[src/inc/cos_pkg.sv]
// Notes on behaviour
// - With tri-level at a logic level, the low selects pick CPU 66/100/200/133 MHz.
// - Tri-level high makes the shared pin a 66 MHz input for the buffered outputs, PCI at half.
// - Tri-level middle with 00 floats every output; with 01 it runs the divided test clock.
// - A middle tri-level seen at power-up is recorded as zero in the internal state register.
// - All selects are frozen while the qualifier is low, and the system holds them stable first.
// - Power-down low stops every output buffer and all logic except the serial interface and the select latches.
// - PCI stop low parks the seven stoppable PCI outputs low, and free-running ones whose configuration bit is clear.
// - Three configuration bits make each free-running PCI output free running or stoppable.
// - CPU stop low parks the true CPU outputs high and the complement outputs low.
// - The selectable output runs at 48 MHz when its configuration bit is 1, else 66 MHz.
// - PCI outputs follow the 66 MHz source and are derived by dividing it by two.
// - The reference output is a buffered copy of the oscillator input.
// - USB and DOT outputs run at a fixed 48 MHz in all normal settings.
// - The fixed 66 MHz output runs continuously for every select except the test mode, where it runs the /4 test clock.
// - The serial data line is an input, driven only as an open-drain low.
// - The reported PCI stop state is the AND of the stop pin and the internal stop bit.
package cos_pkg;

    localparam int N_CPU  = 3;
    localparam int N_PCI  = 7;
    localparam int N_FREE_RUNNING_PCI_CLK = 3;
    localparam int N_B66  = 3;

    // Low frequency select codes for the CPU pair, and for the middle tri-level modes
    localparam logic [1:0] CPU_SEL_66  = 2'h0;
    localparam logic [1:0] CPU_SEL_100 = 2'h1;
    localparam logic [1:0] CPU_SEL_200 = 2'h2;
    localparam logic [1:0] CPU_SEL_133 = 2'h3;
    localparam logic [1:0] MID_SEL_HIZ  = 2'h0;
    localparam logic [1:0] MID_SEL_TEST = 2'h1;

    // Reset values
    localparam logic [1:0] RST_LOW_SEL  = 2'h0;
    localparam logic       RST_MULT     = 1'h1;
    localparam logic [2:0] RST_TEST_CNT = 3'h0;
    localparam logic       RST_CLK      = 1'h0;

    // Test divider taps: /4 toggles on bit 0 set, /8 on bits 1:0 set
    localparam logic [1:0] TEST_DIV8_MASK = 2'h3;

    typedef enum logic [1:0] {
        TRI_LOW,
        TRI_MID,
        TRI_HIGH
    } cos_tri_e;

    // Half-period toggle strobes from the synthesis loop, one core cycle each
    typedef struct packed {
        logic cpu66;
        logic cpu100;
        logic cpu133;
        logic cpu200;
        logic m66;
        logic m48;
    } cos_tick_s;

    // Serial configuration bits held by the management interface
    typedef struct packed {
        logic       sel_48;
        logic [2:0] free_running_pci_clk_free;
        logic       pci_stop_bit_n;
    } cos_cfg_s;

endpackage

[src/hw/cos_gate.sv]
`timescale 1ns/1ps

// One clock output: toggles on its strobe, parks glitch-free at PARK
module cos_gate #(
    parameter logic PARK = 1'h0,
    parameter logic INIT = 1'h0
) (
    // Clock and reset
    input  wire logic i_core_clk,
    input  wire logic i_sys_rst,
    // Control
    input  wire logic i_hold,
    input  wire logic i_tick,
    input  wire logic i_stop,
    // Output
    output logic      o_clk_r
);

    logic run;
    logic clk_nxt;

    assign run     = (o_clk_r == PARK) ? ~i_stop : 1'b1;
    assign clk_nxt = (i_tick && run && !i_hold) ? ~o_clk_r : o_clk_r;

    always_ff @(posedge i_core_clk)
    begin
        if (i_sys_rst)
            o_clk_r <= INIT;
        else
            o_clk_r <= clk_nxt;
    end

endmodule

[src/hw/cos_top.sv]
`timescale 1ns/1ps

module cos_top (
    // Clock and reset
    input  wire logic               i_core_clk,
    input  wire logic               i_sys_rst,
    // Frequency selects and qualifiers
    input  cos_pkg::cos_tri_e       i_tri_level_freq_select,
    input  wire logic [1:0]         i_low_freq_select,
    input  wire logic               i_current_multiplier_select,
    input  wire logic               i_select_latch_qualifier_n,
    input  wire logic               i_power_down_n,
    input  wire logic               i_cpu_stop_n,
    input  wire logic               i_pci_stop_n,
    // Clock sources
    input  wire logic               i_oscillator_input,
    input  wire logic               i_shared_66mhz_in,
    input  cos_pkg::cos_tick_s      i_tick,
    // Serial configuration and data line
    input  cos_pkg::cos_cfg_s       i_cfg,
    input  wire logic               i_serial_data_line,
    input  wire logic               i_serial_drive_low,
    output logic                    o_serial_data_line,
    output logic                    o_serial_data_line_oe,
    output logic                    o_serial_data_in_r,
    // Status
    output logic                    o_pci_stop_status_r,
    output logic                    o_tri_state_latched_r,
    output logic [1:0]              o_low_sel_latched_r,
    output logic                    o_current_multiplier_r,
    // Clock outputs
    output logic [2:0]              o_cpu_true_out,
    output logic [2:0]              o_cpu_complement_out,
    output logic [6:0]              o_pci_clk,
    output logic [2:0]              o_free_running_pci_clk,
    output logic [2:0]              o_buffered_66mhz_outputs,
    output logic                    o_fixed_66mhz_out,
    output logic                    o_selectable_66_48_out,
    output logic                    o_shared_66mhz_in_out,
    output logic                    o_shared_66mhz_oe_r,
    output logic                    o_usb_48mhz_out,
    output logic                    o_dot_48mhz_out,
    output logic                    o_ref_clk_out,
    output logic                    o_clk_oe_r
);

    ////////////////////////////////////////////////////////////////////////////
    // Select latching

    cos_pkg::cos_tri_e tri_r;
    cos_pkg::cos_tri_e tri_nxt;
    logic [1:0]        low_nxt;
    logic              mult_nxt;

    assign tri_nxt  = i_select_latch_qualifier_n ? i_tri_level_freq_select : tri_r;
    assign low_nxt  = i_select_latch_qualifier_n ? i_low_freq_select : o_low_sel_latched_r;
    assign mult_nxt = i_select_latch_qualifier_n ? i_current_multiplier_select
                                                 : o_current_multiplier_r;

    always_ff @(posedge i_core_clk)
    begin
        if (i_sys_rst)
        begin
            tri_r                  <= cos_pkg::TRI_LOW;
            o_low_sel_latched_r    <= cos_pkg::RST_LOW_SEL;
            o_current_multiplier_r <= cos_pkg::RST_MULT;
            o_tri_state_latched_r  <= 1'b0;
        end
        else
        begin
            tri_r                  <= tri_nxt;
            o_low_sel_latched_r    <= low_nxt;
            o_current_multiplier_r <= mult_nxt;
            o_tri_state_latched_r  <= (tri_nxt == cos_pkg::TRI_HIGH);
        end
    end

    ////////////////////////////////////////////////////////////////////////////
    // Mode decode

    logic run_en;
    logic hiz;
    logic test;
    logic in66_mode;

    assign hiz       = (tri_r == cos_pkg::TRI_MID)
                       && (o_low_sel_latched_r == cos_pkg::MID_SEL_HIZ);
    assign test      = (tri_r == cos_pkg::TRI_MID)
                       && (o_low_sel_latched_r == cos_pkg::MID_SEL_TEST);
    assign in66_mode = (tri_r == cos_pkg::TRI_HIGH);
    // power-down freezes every divider and gate
    assign run_en    = i_power_down_n;

    ////////////////////////////////////////////////////////////////////////////
    // Test clock dividers and 66 MHz input edges

    logic       osc_r;
    logic       in66_r;
    logic [2:0] tcnt_r;
    logic       osc_rise;
    logic       in66_edge;

    assign osc_rise  = i_oscillator_input && !osc_r;
    assign in66_edge = i_shared_66mhz_in != in66_r;

    always_ff @(posedge i_core_clk)
    begin
        if (i_sys_rst)
        begin
            osc_r  <= cos_pkg::RST_CLK;
            in66_r <= cos_pkg::RST_CLK;
            tcnt_r <= cos_pkg::RST_TEST_CNT;
        end
        else
        begin
            osc_r  <= i_oscillator_input;
            in66_r <= i_shared_66mhz_in;
            tcnt_r <= (osc_rise && run_en) ? tcnt_r + 3'h1 : tcnt_r;
        end
    end

    logic t_div2;
    logic t_div4;
    logic t_div8;

    assign t_div2 = osc_rise;
    assign t_div4 = osc_rise && tcnt_r[0];
    assign t_div8 = osc_rise && (tcnt_r[1:0] == cos_pkg::TEST_DIV8_MASK);

    ////////////////////////////////////////////////////////////////////////////
    // Strobe selection

    logic cpu_tick;
    logic cpu_norm;
    logic src66;
    logic fix66;
    logic buf66;
    logic pci_tick;
    logic sel_tick;
    logic usb_tick;
    logic src66_r;

    assign cpu_norm = (o_low_sel_latched_r == cos_pkg::CPU_SEL_66)  ? i_tick.cpu66  :
                      (o_low_sel_latched_r == cos_pkg::CPU_SEL_100) ? i_tick.cpu100 :
                      (o_low_sel_latched_r == cos_pkg::CPU_SEL_200) ? i_tick.cpu200 :
                                                                     i_tick.cpu133;
    assign cpu_tick = test ? t_div2 : cpu_norm;
    assign fix66    = test ? t_div4 : i_tick.m66;
    assign src66    = in66_mode ? in66_edge : i_tick.m66;
    assign buf66    = test ? t_div4 : src66;
    // PCI is the 66 source divided by two
    assign pci_tick = test ? t_div8 : (src66 && !src66_r);
    // 48 or 66 by configuration bit
    assign sel_tick = test ? t_div4 : (i_cfg.sel_48 ? i_tick.m48 : i_tick.m66);
    assign usb_tick = test ? t_div2 : i_tick.m48;

    always_ff @(posedge i_core_clk)
    begin
        if (i_sys_rst)
            src66_r <= cos_pkg::RST_CLK;
        else if (src66 && run_en)
            src66_r <= ~src66_r;
    end

    ////////////////////////////////////////////////////////////////////////////
    // Stop requests

    logic       cpu_stop;
    logic       pci_stop;
    logic [2:0] free_running_pci_clk_stop;

    assign cpu_stop  = !i_cpu_stop_n;
    assign pci_stop  = !(i_pci_stop_n && i_cfg.pci_stop_bit_n);
    assign free_running_pci_clk_stop = {3{pci_stop}} & ~i_cfg.free_running_pci_clk_free;

    ////////////////////////////////////////////////////////////////////////////
    // Output gates

    genvar g;
    generate
        for (g = 0; g < cos_pkg::N_CPU; g++)
        begin : g_cpu
            cos_gate #(.PARK(1'b1), .INIT(1'b1)) u_true (
                .i_core_clk (i_core_clk),
                .i_sys_rst  (i_sys_rst),
                .i_hold     (!run_en),
                .i_tick     (cpu_tick),
                .i_stop     (cpu_stop),
                .o_clk_r    (o_cpu_true_out[g])
            );
            cos_gate #(.PARK(1'b0), .INIT(1'b0)) u_comp (
                .i_core_clk (i_core_clk),
                .i_sys_rst  (i_sys_rst),
                .i_hold     (!run_en),
                .i_tick     (cpu_tick),
                .i_stop     (cpu_stop),
                .o_clk_r    (o_cpu_complement_out[g])
            );
        end
        for (g = 0; g < cos_pkg::N_PCI; g++)
        begin : g_pci
            cos_gate #(.PARK(1'b0), .INIT(1'b0)) u_pci (
                .i_core_clk (i_core_clk),
                .i_sys_rst  (i_sys_rst),
                .i_hold     (!run_en),
                .i_tick     (pci_tick),
                .i_stop     (pci_stop),
                .o_clk_r    (o_pci_clk[g])
            );
        end
        for (g = 0; g < cos_pkg::N_FREE_RUNNING_PCI_CLK; g++)
        begin : g_free_running_pci_clk
            cos_gate #(.PARK(1'b0), .INIT(1'b0)) u_free_running_pci_clk (
                .i_core_clk (i_core_clk),
                .i_sys_rst  (i_sys_rst),
                .i_hold     (!run_en),
                .i_tick     (pci_tick),
                .i_stop     (free_running_pci_clk_stop[g]),
                .o_clk_r    (o_free_running_pci_clk[g])
            );
        end
        for (g = 0; g < cos_pkg::N_B66; g++)
        begin : g_b66
            cos_gate #(.PARK(1'b0), .INIT(1'b0)) u_b66 (
                .i_core_clk (i_core_clk),
                .i_sys_rst  (i_sys_rst),
                .i_hold     (!run_en),
                .i_tick     (buf66),
                .i_stop     (1'b0),
                .o_clk_r    (o_buffered_66mhz_outputs[g])
            );
        end
    endgenerate

    ////////////////////////////////////////////////////////////////////////////
    // Fixed outputs and pin enables

    logic ref_nxt;

    assign ref_nxt = run_en ? i_oscillator_input : o_ref_clk_out;

    always_ff @(posedge i_core_clk)
    begin
        if (i_sys_rst)
        begin
            o_fixed_66mhz_out      <= cos_pkg::RST_CLK;
            o_selectable_66_48_out <= cos_pkg::RST_CLK;
            o_shared_66mhz_in_out  <= cos_pkg::RST_CLK;
            o_usb_48mhz_out        <= cos_pkg::RST_CLK;
            o_dot_48mhz_out        <= cos_pkg::RST_CLK;
            o_ref_clk_out          <= cos_pkg::RST_CLK;
            o_clk_oe_r             <= 1'b0;
            o_shared_66mhz_oe_r    <= 1'b0;
        end
        else
        begin
            o_fixed_66mhz_out      <= (fix66 && run_en) ? ~o_fixed_66mhz_out : o_fixed_66mhz_out;
            o_selectable_66_48_out <= (sel_tick && run_en) ? ~o_selectable_66_48_out
                                                           : o_selectable_66_48_out;
            o_shared_66mhz_in_out  <= (fix66 && run_en) ? ~o_shared_66mhz_in_out
                                                        : o_shared_66mhz_in_out;
            o_usb_48mhz_out        <= (usb_tick && run_en) ? ~o_usb_48mhz_out : o_usb_48mhz_out;
            o_dot_48mhz_out        <= (usb_tick && run_en) ? ~o_dot_48mhz_out : o_dot_48mhz_out;
            o_ref_clk_out          <= ref_nxt;
            // all outputs float in the high-impedance mode
            o_clk_oe_r             <= run_en && !hiz;
            // shared pin is an input when tri-level high
            o_shared_66mhz_oe_r    <= run_en && !hiz && !in66_mode;
        end
    end

    ////////////////////////////////////////////////////////////////////////////
    // Serial line and status; kept alive through power-down

    always_ff @(posedge i_core_clk)
    begin
        if (i_sys_rst)
        begin
            o_serial_data_line    <= 1'b0;
            o_serial_data_line_oe <= 1'b0;
            o_serial_data_in_r    <= 1'b1;
            o_pci_stop_status_r   <= 1'b1;
        end
        else
        begin
            o_serial_data_line    <= 1'b0;
            o_serial_data_line_oe <= i_serial_drive_low;
            o_serial_data_in_r    <= i_serial_data_line;
            o_pci_stop_status_r   <= i_pci_stop_n && i_cfg.pci_stop_bit_n;
        end
    end

endmodule

[config.mk]
export PLATFORM = sky130hd
export DESIGN_NAME = cos_top
export DESIGN_NICKNAME = d
export VERILOG_FILES = /design/src/inc/cos_pkg.sv /design/src/hw/cos_gate.sv /design/src/hw/cos_top.sv
export SDC_FILE = /design/constraint.sdc
export NUM_CORES = 1
export LEC_CHECK = 0
export ABC_CLOCK_PERIOD_IN_PS = 1880
export BUFFER_PORTS_ARGS = -buffer_cell sky130_fd_sc_hd__buf_2
export CAP_MARGIN = 10
export CORE_MARGIN = 5
export CORE_UTILIZATION = 40
export DETAILED_ROUTE_END_ITERATION = 10
export GPL_ROUTABILITY_DRIVEN = 1
export GPL_TIMING_DRIVEN = 0
export PLACE_DENSITY = 0.65
export SLEW_MARGIN = 20
export SYNTH_ARGS = -nofsm -noshare
export SYNTH_HDL_FRONTEND = slang
export SYNTH_SLANG_ARGS = --single-unit
[constraint.sdc]
create_clock -name i_core_clk -period 1.88 [get_ports i_core_clk]
set_input_delay 0.282 -clock i_core_clk [delete_from_list [all_inputs] [get_ports i_core_clk]]
set_output_delay 0.282 -clock i_core_clk [all_outputs]
set_load 0.01 [all_outputs]
Yosys cells after proc, flatten, opt, wreduce, memory -nomap -nowiden

Index checks and enable logic that the tools add are counted.

Bitwise logic cells: 30
Reduce and logical (&&, ||, !) cells: 53
Mux-type cells: 28
Equal/unequal tests: 7
Add/subtract/negate cells: 1

Operators by type and width:

| cell                                                             | number |
|---|---|
| 1-bit logical AND                                                | 47 |
| 1-bit NOT                                                        | 28 |
| 1-bit two-way mux                                                | 27 |
| 2-bit == test (second input constant)                            | 4 |
| 1-bit zero test                                                  | 5 |
| 2-bit by 1-bit == test with 1-bit output (second input constant) | 2 |
| 3-bit by 1-bit adder with 3-bit output (second input constant)   | 1 |
| 3-bit AND                                                        | 1 |
| 3-bit NOT                                                        | 1 |
| 2-bit zero test                                                  | 1 |
| 2-bit two-way mux                                                | 1 |
| 1-bit != test                                                    | 1 |

Register bits after elaboration: 42

Longest topological paths before layout

Depth after elaboration: 7
Gate-level depth with buffers: 7

Hierarchy

A second synthesis with hierarchy kept.

Cells, all modules: 196
Area, all modules: 1,793.0 um^2

By module, submodules not included:

| module                          | instances | seq. area each (um^2) | cells each | area each (um^2) |
|---|---|---|---|---|
| cos_top                         | 1         | 440.4                 | 101        | 993.5 |
| cos_gate at g_b66[0].u_b66 ...  | 16        | 20.0                  | 5          | 41.3 |
| cos_gate at g_cpu[0].u_true ... | 3         | 20.0                  | 5          | 46.3 |

Worst setup path after synthesis

Ideal clock, no wire load.

Path kind: in2reg
From: in i_power_down_n
To: reg g_b66[0].u_b66.o_clk_r
Stages on the path: 6
Setup slack: 244 ps
Path buffers: 2
Data required time: 1,759 ps
Arrival: 1,515 ps
Cells stage by stage: buf_2 and3b_1 buf_2 and3_1 a31oi_1 mux2_2

Cells in the longest elaborated chain, start to end: 1

Ends and longest elaborated chain:

| item                 | line           | text |
|---|---|---|
| from (decl)          | cos_top.sv:12  | `input wire logic i_power_down_n,` |
| 1-bit logical AND    | cos_gate.sv:23 | `assign clk_nxt = (i_tick && run && !i_hold) ? ~o_clk_r : o_clk_r;` |
| to (signal assigned) | cos_gate.sv:30 | `o_clk_r <= clk_nxt;` |
| to (decl)            | cos_gate.sv:16 | `output logic o_clk_r` |

Every way passes these cells.
A chain may end at the register's enable or synchronous reset.

Final worst setup path

From: reg tri_r[1]
To: reg g_b66[0].u_b66.o_clk_r

Cells in the longest elaborated chain, start to end: 4
Elaborated cells between the ends (all ways): 6

Ends and longest elaborated chain:

| item                                                                      | line                          | text |
|---|---|---|
| from (decl)                                                               | cos_top.sv:50                 | `cos_pkg::cos_tri_e tri_r;` |
| from (signal assigned)                                                    | cos_top.sv:64                 | `tri_r <= cos_pkg::TRI_LOW;` |
| from (signal assigned)                                                    | cos_top.sv:71                 | `tri_r <= tri_nxt;` |
| 2-bit == test or 2-bit by 1-bit == test with 1-bit output (tied branches) | cos_top.sv:90, cos_top.sv:88  |  |
| 1-bit two-way mux or 1-bit logical AND (tied branches)                    | cos_top.sv:149, cos_top.sv:89 |  |
| 1-bit two-way mux (*)                                                     | cos_top.sv:150                | `assign buf66 = test ? t_div4 : src66;` |
| 1-bit logical AND (*)                                                     | cos_gate.sv:23                |  |

Every way passes the cells marked *; elsewhere a longest branch is shown, timed or not.

==> results.json <==
{
  "ys_seq_area_share_pct": 43.5,
  "clk_root_buffer_cell": "clkbuf_8",
  "cp-start-kind": "flop",
  "path_class": "flop to flop",
  "grt_max_degree": 13,
  "netlist-cell-type-count": 36,
  "ys_ff_latch": 41,
  "netlist_area_mm2": 0.00189,
  "seq_area_um2": 821,
  "wl_per_cell_um": 12.3,
  "setup_tns_ns": 0,
  "die_w_um": 78.7,
  "hold_path.class": "input port to flop",
  "cts-hold-fix-buffers": 0,
  "io_pins": 61,
  "grt_pass1_wl_um": 6780,
  "path_clk_slew_ns": 0.08,
  "avgSynthCellArea_um2": 9.30,
  "die_h_um": 78.7,
  "dp.cells": 313,
  "grt_pass1_vias": 1509,
  "core.rowCount": 25,
  "tightest_slew_ns": 0.504,
  "ctsResizeCount": 0,
  "end_kind": "flop",
  "finalSetupViolations": 0,
  "fin_crit_sh_pct": 95.9,
  "reg2reg_slack_ns": 0.08,
  "reg2reg_depth": 4,
  "holdPathEnd": "o_serial_data_in_r",
  "grt_util_all_layers_pct": 13.7,
  "clock-sinks": 41,
  "p_per_area_mw_per_mm2": 850,
  "dp_hpwl_um": 2970,
  "diodes": 0,
  "cts_tree": "built",
  "status": "completed",
  "slew_violations": 0,
  "cp_max_fo": 5,
  "grt_overflow": 0,
  "hold_viol_final": 0,
  "syn_inst": 203,
  "drive_gt1_share_pct": 37.5,
  "initial_core_util_pct": 40.5,
  "power.leakage_nw": 1.15,
  "post-route-min-period_ns": 1.80,
  "grt_setup_unrepaired": "no",
  "drc": 0,
  "core_mm2": 0.00466,
  "detail-route-antenna-nets": 0,
  "first_pass_iters": 4,
  "gp_routability_congestion": 0.695,
  "fillers": 444,
  "drt-initial-drc-count": 74,
  "final_cell_mix": "buf_2 (59), dfxtp_1 (41), nor2_1 (21)",
  "instances_no_fill": 321,
  "layout_commonest_cell": "buf_2",
  "timing.rr.start": "tri_r[1]",
  "cp.required_ns": 2.06,
  "multi_input_area_um2": 862,
  "syn_to_final_growth_pct": 25.2,
  "avgViaCountPerCell": 4.81,
  "nNetsFinal": 293,
  "vias": 1543,
  "routed_wl_um": 3960,
  "irDropWorstVdd_v": 0.000460,
  "clk_path_buf_depth": 2,
  "synth_warnings": 0,
  "die_area_mm2": 0.00619,
  "max-slew-margin-rel_pct": 66.4,
  "whs_path_depth": 2,
  "h-tree-depth": 2,
  "timing.fmax_mhz": 555,
  "antenna_found_initial": 0,
  "ys.flop_type": "dfxtp_1",
  "fin_skew_ns": 0.00645,
  "async_reset_ff_share_pct": 0,
  "synth_nets": 230,
  "insertion_delay_ns": 0.29,
  "drv_cap": 0,
  "cts_buffers": 5,
  "io_buffer_count": 56,
  "worstHoldStart": "i_serial_data_line",
  "synth-edff-count": 0,
  "post_cts_buffers": 0,
  "worstReg2RegEnd": "g_b66[0].u_b66.o_clk_r",
  "worstPathArrival_ns": 1.98
}
## where the power goes
group,internal [mW],switching [mW],total [mW],leakage [nW]
logic,0.168,0.154,0.322,0.759
registers,0.925,0.0363,0.961,0.337
clock network,0.433,0.294,0.727,0.0585
total,1.53,0.484,2.01,1.15
## per-layer routing
metal | up-vias | global-route usage (%) | part of all wire [%]
li1 | 797 | - | -
met1 | 691 | 17.6 | 48
met2 | 50 | 21.7 | 43
met3 | 5 | 2.95 | 7.2
met4 | 0 | 6.29 | 1.5
met5 | - | 0 | 0
## sequential cells by signal, indices dropped and copies added, names as in the netlist, 2 cells and up
register / count
g_b66.u_b66.o_clk_r: 3
g_cpu.u_comp.o_clk_r: 3
g_cpu.u_true.o_clk_r: 3
g_free_running_pci_clk.u_free_running_pci_clk.o_clk_r: 3
g_pci.u_pci.o_clk_r: 7
o_low_sel_latched_r: 2
tcnt_r: 2
tri_r: 2
## worst max path at each step
stage / startpoint / end / depth (start not counted) / slack [ns]
after global placement: tri_r[1] / g_b66[2].u_b66.o_clk_r / 4 / 0.04
after global routing: o_low_sel_latched_r[0] / g_cpu[2].u_true.o_clk_r / 5 / 0.02
after detailed placement: tri_r[1] / g_b66[0].u_b66.o_clk_r / 4 / 0.02
after CTS: tri_r[1] / g_b66[2].u_b66.o_clk_r / 4 / 0.003
final: tri_r[1] / g_b66[0].u_b66.o_clk_r / 4 / 0.08
after floorplan: i_power_down_n / g_b66[0].u_b66.o_clk_r / 6 / 0.24
## synthesized netlist by cell type, drive strengths merged (2+ instances only)
library cell | instances | area [um2]
dfxtp | 41 | 821
buf | 26 | 185
nor2 | 21 | 78.8
mux2i | 18 | 180
nand2 | 16 | 60.1
o21ai | 11 | 55.1
nor2b | 9 | 56.3
or3 | 9 | 56.3
a21oi | 7 | 35.0
clkbuf | 6 | 22.5
mux2 | 6 | 67.6
nor3 | 4 | 20.0
a31oi | 3 | 18.8
o41a | 3 | 33.8
or4b | 3 | 30.0
and2 | 2 | 12.5
and3 | 2 | 12.5
inv | 2 | 7.51
## critical path, cell delays in order, from the launching register on
cell and delay, ns:
dfxtp_1 0.39, nor2b_1 0.22, mux2_2 0.40, a31oi_2 0.31
mux2_2 0.37
## final cells by class
class	instances	share of cell area, %
plain buffers	32	8.89
inverters	2	0.317
clock inverters	1	1.27
well taps	54	2.86
clock buffers	7	3.65
repair buffers	56	11.9
flip-flops and latches	41	34.7
multi-input cells	128	36.5
## metrics by stage
stage	worst slack (ns)	hold WS [ns]	utilization, %	power [mW]	instance area, um2
global placement	0.0405	0.458	48.0	1.30	2240
detailed placement	0.0241	0.465	48.0	1.31	2240
finish	0.0780	0.172	50.7	2.01	2360
global route	0.0205	0.158	50.7	2.12	2360
CTS	0.00344	0.162	50.5	2.04	2350
floorplan	0.244	0.386	-	1.19	1890
## kinds of logic after synthesis
group                    after synthesis  share of synthesized area (%)
adder cells (fa/ha/maj)                1                          0.663
AND/OR/NAND/NOR                       73                           20.5
XOR/XNOR                               2                          0.928
flip-flops                            41                           43.5
other                                  1                          0.199
buffers and inverters                 34                           11.4
multiplexers                          25                           14.3
AO/OA/AOI/OAI                         26                           8.48
(Power assumes the default switching activity.)
